File: src/verilog/scs_map.vh
`ifndef SCS_MAP_VH
`define SCS_MAP_VH

// Register indices; byte address is four times the index
`define SCS_IDX_CTRL1       10'h120
`define SCS_IDX_TS_DELAY    10'h123
`define SCS_IDX_PHASE       10'h129
`define SCS_IDX_COUNT       10'h12A
`define SCS_IDX_SYNC_MODE   10'h1FF
`define SCS_IDX_OP_MODE     10'h200

// Field positions
`define SCS_CTRL1_CLR_BIT   6
`define SCS_CTRL1_MODE_HI   2
`define SCS_CTRL1_MODE_LO   1
`define SCS_SYNC_MODE_BIT   0
`define SCS_OP_IONLY_BIT    5
`define SCS_OP_RSV_BIT      4
`define SCS_OP_APP_HI       3
`define SCS_OP_APP_LO       0

// Mode-select code meaning disabled
`define SCS_SR_MODE_OFF     2'h0

// Reset values
`define SCS_RST_CTRL1       8'h00
`define SCS_RST_SR_MODE     2'h0
`define SCS_RST_TS_DELAY    7'h00
`define SCS_RST_PHASE       4'h0
`define SCS_RST_COUNT       8'h00
`define SCS_RST_SYNC_MODE   1'h0
`define SCS_RST_OP_MODE     8'h00

// Timing
`define SCS_CLK_PERIOD_NS   5
`define SCS_TS_DELAY_MAX    127
`define SCS_BUS_WAIT_CYC    1

`endif

File: src/verilog/scs_sysref_sync.v
// Function
// - On every captured SYSREF the divider phase at that moment is stored as a 4-bit read-only code, 0000 in phase.
// - The phase code counts half input-clock cycles of SYSREF delay, 0001 half a cycle up to 1111 seven and a half.
// - An 8-bit read-only counter increments by one on every captured SYSREF.
// - The event counter wraps from 255 to zero instead of saturating.
// - Writing bit 6 of the control register at 0x120 clears the event counter.
// - With sync mode bit 0 a captured SYSREF resets every internal clock divider.
// - In divider-reset mode a SYSREF that forces a divider phase change drops the serial link.
// - With sync mode bit 1 a captured SYSREF leaves all dividers untouched.
// - In timestamp mode SYSREF has no effect on the link state or the signal monitor.
// - In timestamp mode the sample coincident with SYSREF is marked and the mark rides as a control bit.
// - With the I-only bit 5 of the chip mode register at 0 both I and Q are output.
// - With the I-only bit at 1 only I is output and Q is discarded.
// - The timestamp mark is delayed by a programmable 0 to 127 sample clock cycles.
//
// Implementation choice: the Avalon-MM register port.
`include "scs_map.vh"

module scs_sysref_sync #(
  parameter DATA_W = 14,                        // Converter sample width
  parameter ADDR_W = 12                         // Avalon byte address width
) (
  input  wire              clk,                 // Sample clock, 200 MHz
  input  wire              rst,                 // Synchronous reset, active high
  input  wire              ce,                  // Clock enable, freezes all state when low
  input  wire [ADDR_W-1:0] address,             // Avalon byte address
  input  wire              read,                // Avalon read request
  input  wire              write,               // Avalon write request
  input  wire [31:0]       writedata,           // Avalon write data
  input  wire [3:0]        byteenable,          // Avalon byte enables
  output reg  [31:0]       readdata,            // Avalon read data
  output wire              waitrequest,         // Avalon wait request
  input  wire              sysref_capture,      // One-cycle pulse, SYSREF edge captured
  input  wire [3:0]        div_phase,           // Divider phase in half input cycles
  input  wire [DATA_W-1:0] in_i,                // Incoming I sample
  input  wire [DATA_W-1:0] in_q,                // Incoming Q sample
  input  wire              in_valid,            // Incoming sample valid
  output reg  [DATA_W-1:0] out_i,               // Outgoing I sample
  output reg  [DATA_W-1:0] out_q,               // Outgoing Q sample, zero when discarded
  output reg               out_q_en,            // Q component present in output word
  output reg               out_valid,           // Outgoing word valid
  output reg               out_ts_mark,         // Timestamp control bit of output word
  output reg               div_reset,           // Pulse, reset all internal dividers
  output reg               link_drop,           // Pulse, drop the serial link
  output reg               mon_sync,            // Pulse, signal monitor realignment
  output reg  [1:0]        sysref_mode          // SYSREF mode select field for capture logic
);

  localparam DLY_LEN = `SCS_TS_DELAY_MAX;

  // Bus handshake states
  localparam [0:0] BUS_IDLE = 1'b0;
  localparam [0:0] BUS_ACK  = 1'b1;

  // Register storage
  reg [3:0]         phase_reg;
  reg [3:0]         phase_next;
  reg [7:0]         count_reg;
  reg [7:0]         count_next;
  reg               sync_mode_reg;
  reg [7:0]         op_mode_reg;
  reg [6:0]         ts_delay_reg;
  reg [0:0]         bus_state_reg;
  reg [0:0]         bus_state_next;
  reg [DLY_LEN-1:0] mark_line_reg;

  wire [9:0] idx;
  wire       bus_req;
  wire       bus_idle;
  wire       bus_take;
  wire       wr_go;
  wire       wr_ctrl1;
  wire       wr_ts_delay;
  wire       wr_sync_mode;
  wire       wr_op_mode;
  wire       clr_cnt;
  wire       reset_mode;
  wire       phase_moved;
  wire       ts_event;
  wire       ts_tap;
  wire [7:0] ctrl1_rd;
  wire [7:0] rd_byte;

  function [0:0] idx_hit;
    input [9:0] a;
    input [9:0] b;
    begin
      idx_hit = (a == b);
    end
  endfunction

  // Unmapped indices and reserved bits read as zero
  function [7:0] reg_read;
    input [9:0] a;
    input [7:0] ctrl1;
    input [6:0] tsd;
    input [3:0] phase;
    input [7:0] count;
    input       sync;
    input [7:0] op;
    begin
      case (a)
        `SCS_IDX_CTRL1:     reg_read = ctrl1;
        `SCS_IDX_TS_DELAY:  reg_read = {1'b0, tsd};
        `SCS_IDX_PHASE:     reg_read = {4'h0, phase};
        `SCS_IDX_COUNT:     reg_read = count;
        `SCS_IDX_SYNC_MODE: reg_read = {7'h00, sync};
        `SCS_IDX_OP_MODE:   reg_read = op;
        default:            reg_read = 8'h00;
      endcase
    end
  endfunction

  // A clear in the same cycle as a capture restarts the count at one, so no event is lost
  function [7:0] count_step;
    input [7:0] cnt;
    input       cap;
    input       clr;
    begin
      if (cap & clr)
        count_step = 8'h01;
      else if (cap)
        count_step = cnt + 8'h01;
      else if (clr)
        count_step = 8'h00;
      else
        count_step = cnt;
    end
  endfunction

  // Unused low address bits; the map is word aligned
  assign idx      = address[11:2];
  assign bus_req  = read | write;
  assign bus_idle = (bus_state_reg == BUS_IDLE);
  assign bus_take = bus_req & bus_idle;

  // Wait stays high while frozen, else a write could be lost
  assign waitrequest = bus_req & ~(ce & ~bus_idle);

  // A write lands on the edge where waitrequest is seen low
  assign wr_go        = ce & write & ~bus_idle & byteenable[0];
  assign wr_ctrl1     = wr_go & idx_hit(idx, `SCS_IDX_CTRL1);
  assign wr_ts_delay  = wr_go & idx_hit(idx, `SCS_IDX_TS_DELAY);
  assign wr_sync_mode = wr_go & idx_hit(idx, `SCS_IDX_SYNC_MODE);
  assign wr_op_mode   = wr_go & idx_hit(idx, `SCS_IDX_OP_MODE);
  assign clr_cnt      = wr_ctrl1 & writedata[`SCS_CTRL1_CLR_BIT];

  // Timestamp events only exist in timestamp mode
  assign reset_mode  = ~sync_mode_reg;
  assign phase_moved = (div_phase != 4'h0);
  assign ts_event    = sysref_capture & sync_mode_reg;

  // Bit 6 is a self-clearing action, it reads back as zero
  assign ctrl1_rd = {5'h00, sysref_mode, 1'h0};
  assign rd_byte  = reg_read(idx, ctrl1_rd, ts_delay_reg, phase_reg, count_reg, sync_mode_reg, op_mode_reg);

  // Tap zero bypasses the delay line
  assign ts_tap = (ts_delay_reg == 7'h00) ? ts_event : mark_line_reg[ts_delay_reg - 7'h01];

  // One wait cycle per access
  always @* begin
    bus_state_next = bus_state_reg;
    case (bus_state_reg)
      BUS_IDLE: begin
        if (bus_req)
          bus_state_next = BUS_ACK;
      end
      BUS_ACK: begin
        bus_state_next = BUS_IDLE;
      end
      default: begin
        bus_state_next = BUS_IDLE;
      end
    endcase
  end

  always @(posedge clk) begin
    if (rst) begin
      bus_state_reg <= BUS_IDLE;
    end else if (ce) begin
      bus_state_reg <= bus_state_next;
    end
  end

  // Loaded as the request is taken, held until the next one
  always @(posedge clk) begin
    if (rst) begin
      readdata <= 32'h0000_0000;
    end else if (ce & bus_take) begin
      readdata <= read ? {24'h000000, rd_byte} : 32'h0000_0000;
    end
  end

  // Software-written control
  always @(posedge clk) begin
    if (rst) begin
      sysref_mode <= `SCS_RST_SR_MODE;
    end else if (wr_ctrl1) begin
      sysref_mode <= writedata[`SCS_CTRL1_MODE_HI:`SCS_CTRL1_MODE_LO];
    end
  end

  always @(posedge clk) begin
    if (rst) begin
      ts_delay_reg <= `SCS_RST_TS_DELAY;
    end else if (wr_ts_delay) begin
      ts_delay_reg <= writedata[6:0];
    end
  end

  always @(posedge clk) begin
    if (rst) begin
      sync_mode_reg <= `SCS_RST_SYNC_MODE;
    end else if (wr_sync_mode) begin
      sync_mode_reg <= writedata[`SCS_SYNC_MODE_BIT];
    end
  end

  // Bit 4 is reserved and held at zero; 7:6 stay read/write
  always @(posedge clk) begin
    if (rst) begin
      op_mode_reg <= `SCS_RST_OP_MODE;
    end else if (wr_op_mode) begin
      op_mode_reg <= {writedata[7:5], 1'b0, writedata[3:0]};
    end
  end

  // Capture bookkeeping
  always @* begin
    phase_next = phase_reg;
    count_next = count_step(count_reg, sysref_capture, clr_cnt);
    if (sysref_capture)
      phase_next = div_phase;
  end

  always @(posedge clk) begin
    if (rst) begin
      phase_reg <= `SCS_RST_PHASE;
      count_reg <= `SCS_RST_COUNT;
    end else if (ce) begin
      phase_reg <= phase_next;
      count_reg <= count_next;
    end
  end

  // Divider reset and monitor realignment
  always @(posedge clk) begin
    if (rst) begin
      div_reset <= 1'b0;
      mon_sync  <= 1'b0;
    end else if (ce) begin
      div_reset <= sysref_capture & reset_mode;
      mon_sync  <= sysref_capture & reset_mode;
    end
  end

  // Nonzero phase means the divider has to jump
  always @(posedge clk) begin
    if (rst) begin
      link_drop <= 1'b0;
    end else if (ce) begin
      link_drop <= sysref_capture & reset_mode & phase_moved;
    end
  end

  // Timestamp delay line, one stage per sample clock
  always @(posedge clk) begin
    if (rst)
      mark_line_reg <= {DLY_LEN{1'b0}};
    else if (ce)
      mark_line_reg <= {mark_line_reg[DLY_LEN-2:0], ts_event};
  end

  // Output word, I and valid
  always @(posedge clk) begin
    if (rst) begin
      out_i     <= {DATA_W{1'b0}};
      out_valid <= 1'b0;
    end else if (ce) begin
      out_i     <= in_i;
      out_valid <= in_valid;
    end
  end

  // Q is zeroed, not held, so stale data never leaks out
  always @(posedge clk) begin
    if (rst) begin
      out_q    <= {DATA_W{1'b0}};
      out_q_en <= 1'b1;
    end else if (ce) begin
      out_q    <= op_mode_reg[`SCS_OP_IONLY_BIT] ? {DATA_W{1'b0}} : in_q;
      out_q_en <= ~op_mode_reg[`SCS_OP_IONLY_BIT];
    end
  end

  // Timestamp control bit
  always @(posedge clk) begin
    if (rst)
      out_ts_mark <= 1'b0;
    else if (ce)
      out_ts_mark <= ts_tap;
  end

endmodule

File: config.mk
export PLATFORM = sky130hd
export DESIGN_NAME = scs_sysref_sync
export DESIGN_NICKNAME = d
export VERILOG_FILES = /design/src/verilog/scs_sysref_sync.v
export VERILOG_INCLUDE_DIRS = /design/src /design/src/verilog
export SDC_FILE = /design/constraint.sdc
export NUM_CORES = 1
export LEC_CHECK = 0
export BUFFER_PORTS_ARGS = -buffer_cell sky130_fd_sc_hd__buf_2
export CORE_ASPECT_RATIO = 2
export CORE_UTILIZATION = 60
export DETAILED_ROUTE_END_ITERATION = 12
export PLACE_DENSITY = 0.9
export SLEW_MARGIN = 20
export SYNTH_ARGS = -nofsm -noshare
export SYNTH_HDL_FRONTEND = slang
export SYNTH_SLANG_ARGS = --single-unit
File: constraint.sdc
create_clock -name clk -period 6.55 [get_ports clk]
set_input_delay 0.3275 -clock clk [delete_from_list [all_inputs] [get_ports clk]]
set_output_delay 0.3275 -clock clk [all_outputs]
set_load 0.02 [all_outputs]
==> impl_summary.log <==
[metrics] Port Buffer Count: 102
[metrics] number of global-route vias before repair: 6463
[metrics] number of placement rows: 62
[metrics] antenna violations before repair: 0
[metrics] final hold violations: 0
[metrics] Static Leakage: 4.24 nW
[metrics] post-synthesis cell count: 856
[metrics] Residual DRC: 0
[metrics] H-tree Lvls: 4
[metrics] later-pin clock latency in the skew report: 0.45 ns
[metrics] layout overhead on the synthesized area: 11.2%
[metrics] DRT Wirelength: 19200 µm
[metrics] number of distinct standard cells referenced by the synthesized netlist: 56
[metrics] share of Yosys cell area claimed by the top area cell type: 45.1%
[metrics] Vias/cell: 5.89
[metrics] most frequent cells in the layout: dfxtp_1, nor2_1, mux2i_1, buf_2, nand2_1
[metrics] highest net fanout along the worst path: 40
[metrics] first drt pass iteration count: 7
[metrics] gr ovfl total: 0
[metrics] dominant synthesized flop cell: dfxtp_1
[metrics] Most Used Layer, Global Route: met2
[metrics] Via Count: 6637
[metrics] total core area: 0.0144 mm²
[metrics] average cell area after synthesis: 10.3 µm²
[metrics] arrival time worst endpoint: 4.02 ns
[metrics] share of the yosys chip area belonging to registers: 45.1%
[metrics] effective utilization at floorplan: 61.2%
[metrics] worst-case clock buffer depth: 2
[metrics] r2r endpoint: out_ts_mark$_SDFFE_PP0P_
[metrics] hold wc startpoint: in_q[13]
[metrics] met1 global-route usage: 26.5%
[metrics] HPWL after detailed placement: 12700 µm
[metrics] status: complete, no violations
[metrics] critical path endpoint category: flip-flop
[metrics] most area-hungry cell type in the Yosys netlist: dfxtp_1
[metrics] fin util: 68.0%
[metrics] Largest register FFs: 127
[metrics] met2 track demand over resource: 47.5%
[metrics] Rel. slew slack: 34.6%
[metrics] setup repair after global routing missed its margin: no
[metrics] internal reg-to-reg setup slack: 2.83 ns
[metrics] post-route clock period utilization: 56.7%
[metrics] M3 GR Usage: 4.58%
[metrics] I/O pin count: 156
[metrics] layout cells sized above 1: 17.9%
[metrics] Sink Count: 198
[metrics] GRT Resource Usage Total: 26.4%
[metrics] largest cells by area after synthesis: dfxtp_1, mux2i_1, nor2_1
[metrics] remaining number of nets flagged by the antenna check after routing: 0
[metrics] # Max-Cap Violations: 0
[metrics] non-filler cells in the finished layout: 1127
[metrics] final routed wire length divided by cell count: 17.0 µm
[metrics] reg-to-reg critical path startpoint: ts_delay_reg[0]$_SDFFE_PP0P_
[metrics] Pwr Density: 241 mW/mm²
[metrics] Worst setup SP type: flip-flop
[metrics] maximum number of pins on one net before global-route repair: 116
[metrics] CP Data Required Time: 6.86 ns
[metrics] clk root buf: clkbuf_16
[metrics] count of hold-fix buffers inserted at cts: 0
[metrics] y dimension of the die: 173 µm
[metrics] CTS tree: yes
[metrics] Max Freq: 269 MHz
[metrics] Resized Gates After CTS: 0
[metrics] path type of the worst min-delay path: in -> reg
[metrics] NumNets Final: 1012
[metrics] number of pins with negative max-slew slack in the final report: 0
[metrics] number of cells on the worst hold path: 3
[metrics] clock edge transition at the registers on the reported setup and hold paths: 0.07 ns
[metrics] WHS Endpoint: out_q[13]$_SDFFE_PP0P_
[metrics] sum of internal, switching and leakage power: 0.00236 W
[metrics] Peak supply drop: 0.166 mV
[metrics] async set-or-reset flop fraction in the synthesized netlist: 0%
[metrics] number of enable flip-flop cells after synthesis: 0
[metrics] clock skew after layout: 0.00917 ns
[metrics] Synth Register Bits: 198
[metrics] setup fix buffers added after clock tree synthesis: 0
[metrics] die outline area: 0.0152 mm²
[metrics] initial DRC count: 392
[metrics] Setup TNS Final: 0 ns
[metrics] most common library cell in the layout ignoring fill and taps: dfxtp_1
[metrics] number of antenna diodes: 0
[metrics] Worst Reg-to-Reg Cells: 11
[metrics] routability-driven placement congestion ratio: 0.928
[metrics] Yosys warning count: 0
[metrics] worst setup path class: reg -> reg
[metrics] final critical-path required period: 3.72 ns
[metrics] Cell Area, Synth: 0.00878 mm²
[metrics] horizontal die dimension: 87.6 µm
[metrics] wire length of the first global-routing pass: 30700 µm
[metrics] measured slew at the worst slew-check pin: 0.977 ns
[metrics] total CTS buffers: 17
[metrics] final number of setup-violating endpoints: 0
[metrics] Hold Slack: 0.111 ns
[metrics] # placed instances: 1095
-- synthesized netlist by cell type, types with 7 or more instances --
master	count
xnor2_1	8
buf_4	27
nor2_1	189
xor2_1	7
buf_1	12
and3_1	7
clkbuf_1	34
mux2i_1	156
mux4_2	22
dfxtp_1	198
nand3_1	15
nand2_1	38
a22oi_1	14
mux4_1	12
a21oi_1	24
-- worst max path at each step --
| stage | startpoint | endpoint | slack, ns | cells past startpoint |
|---|---|---|---|---|
| 2_1_floorplan | ts_delay_reg[0]$_SDFFE_PP0P_ | out_ts_mark$_SDFFE_PP0P_ | 3.65 | 11 |
| 3_3_place_gp | ts_delay_reg[0]$_SDFFE_PP0P_ | out_ts_mark$_SDFFE_PP0P_ | 2.91 | 11 |
| 3_5_place_dp | ts_delay_reg[0]$_SDFFE_PP0P_ | out_ts_mark$_SDFFE_PP0P_ | 2.81 | 11 |
| 4_1_cts | ts_delay_reg[0]$_SDFFE_PP0P_ | out_ts_mark$_SDFFE_PP0P_ | 2.80 | 11 |
| 5_1_grt | ts_delay_reg[0]$_SDFFE_PP0P_ | out_ts_mark$_SDFFE_PP0P_ | 2.63 | 11 |
| 6_report | ts_delay_reg[0]$_SDFFE_PP0P_ | out_ts_mark$_SDFFE_PP0P_ | 2.83 | 11 |
-- stage by stage --
stage,setup WS (ns),instance area [µm²]
floorplan,3.65,8870
global placement,2.91,9210
detailed placement,2.81,9210
CTS,2.80,9760
global route,2.63,9760
finish,2.83,9760
-- report_power, final --
part	total, W	internal, W	switching [W]
Clock	0.000979	0.000498	0.000482
Combinational	0.000152	0.0000528	0.0000989
Sequential	0.00122	0.00122	0.00000803
Total	0.00236	0.00177	0.000589
-- worst max-delay path, stage by stage, from the launching register on --
cell and delay (ns):
dfxtp_2 0.32, buf_4 0.56, inv_1 0.15, ha_1 0.31, buf_4 0.41, mux4_2 0.36, and3_1 0.18, a2111oi_0 0.72
a21oi_1 0.09, o2111a_1 0.18, o31ai_1 0.19, o21ai_1 0.09
-- per-layer routing --
layer  up-vias  wire length [µm]  share of wire [%]
met1      3227              6790                 35
met2       222             10600                 55
met4         0              1090                5.7
met3        76               777                4.0
met5         -                 0                  0
li1       3112                 -                  -
-- kinds of logic (layout without fill, tap and decap cells) --
| family | count (synthesis) | after routing | synth area share (%) |
|---|---|---|---|
| DFF | 198 | 198 | 45.1 |
| adders and majority gates | 3 | 3 | 0.427 |
| buffers and inverters | 88 | 144 | 5.51 |
| xor gates and xnor gates | 15 | 15 | 1.50 |
| and+or+nand+nor | 288 | 288 | 14.1 |
| AOI/OAI and AO/OA | 71 | 71 | 6.04 |
| other | 1 | 24 | 0.0427 |
| muxes | 192 | 192 | 27.3 |
-- layout make-up --
type                            instances  area (µm²)
Multi-Input combinational cell        593        4420
Fill cell                            1008        4590
Clock inverter                         14         124
Tap cell                              192         240
Timing Repair Buffer                  107         564
Sequential cell                       198        3970
Clock buffer                           18         429
Inverter                                5        18.8
No activity file was read; power rests on OpenSTA's default activity.
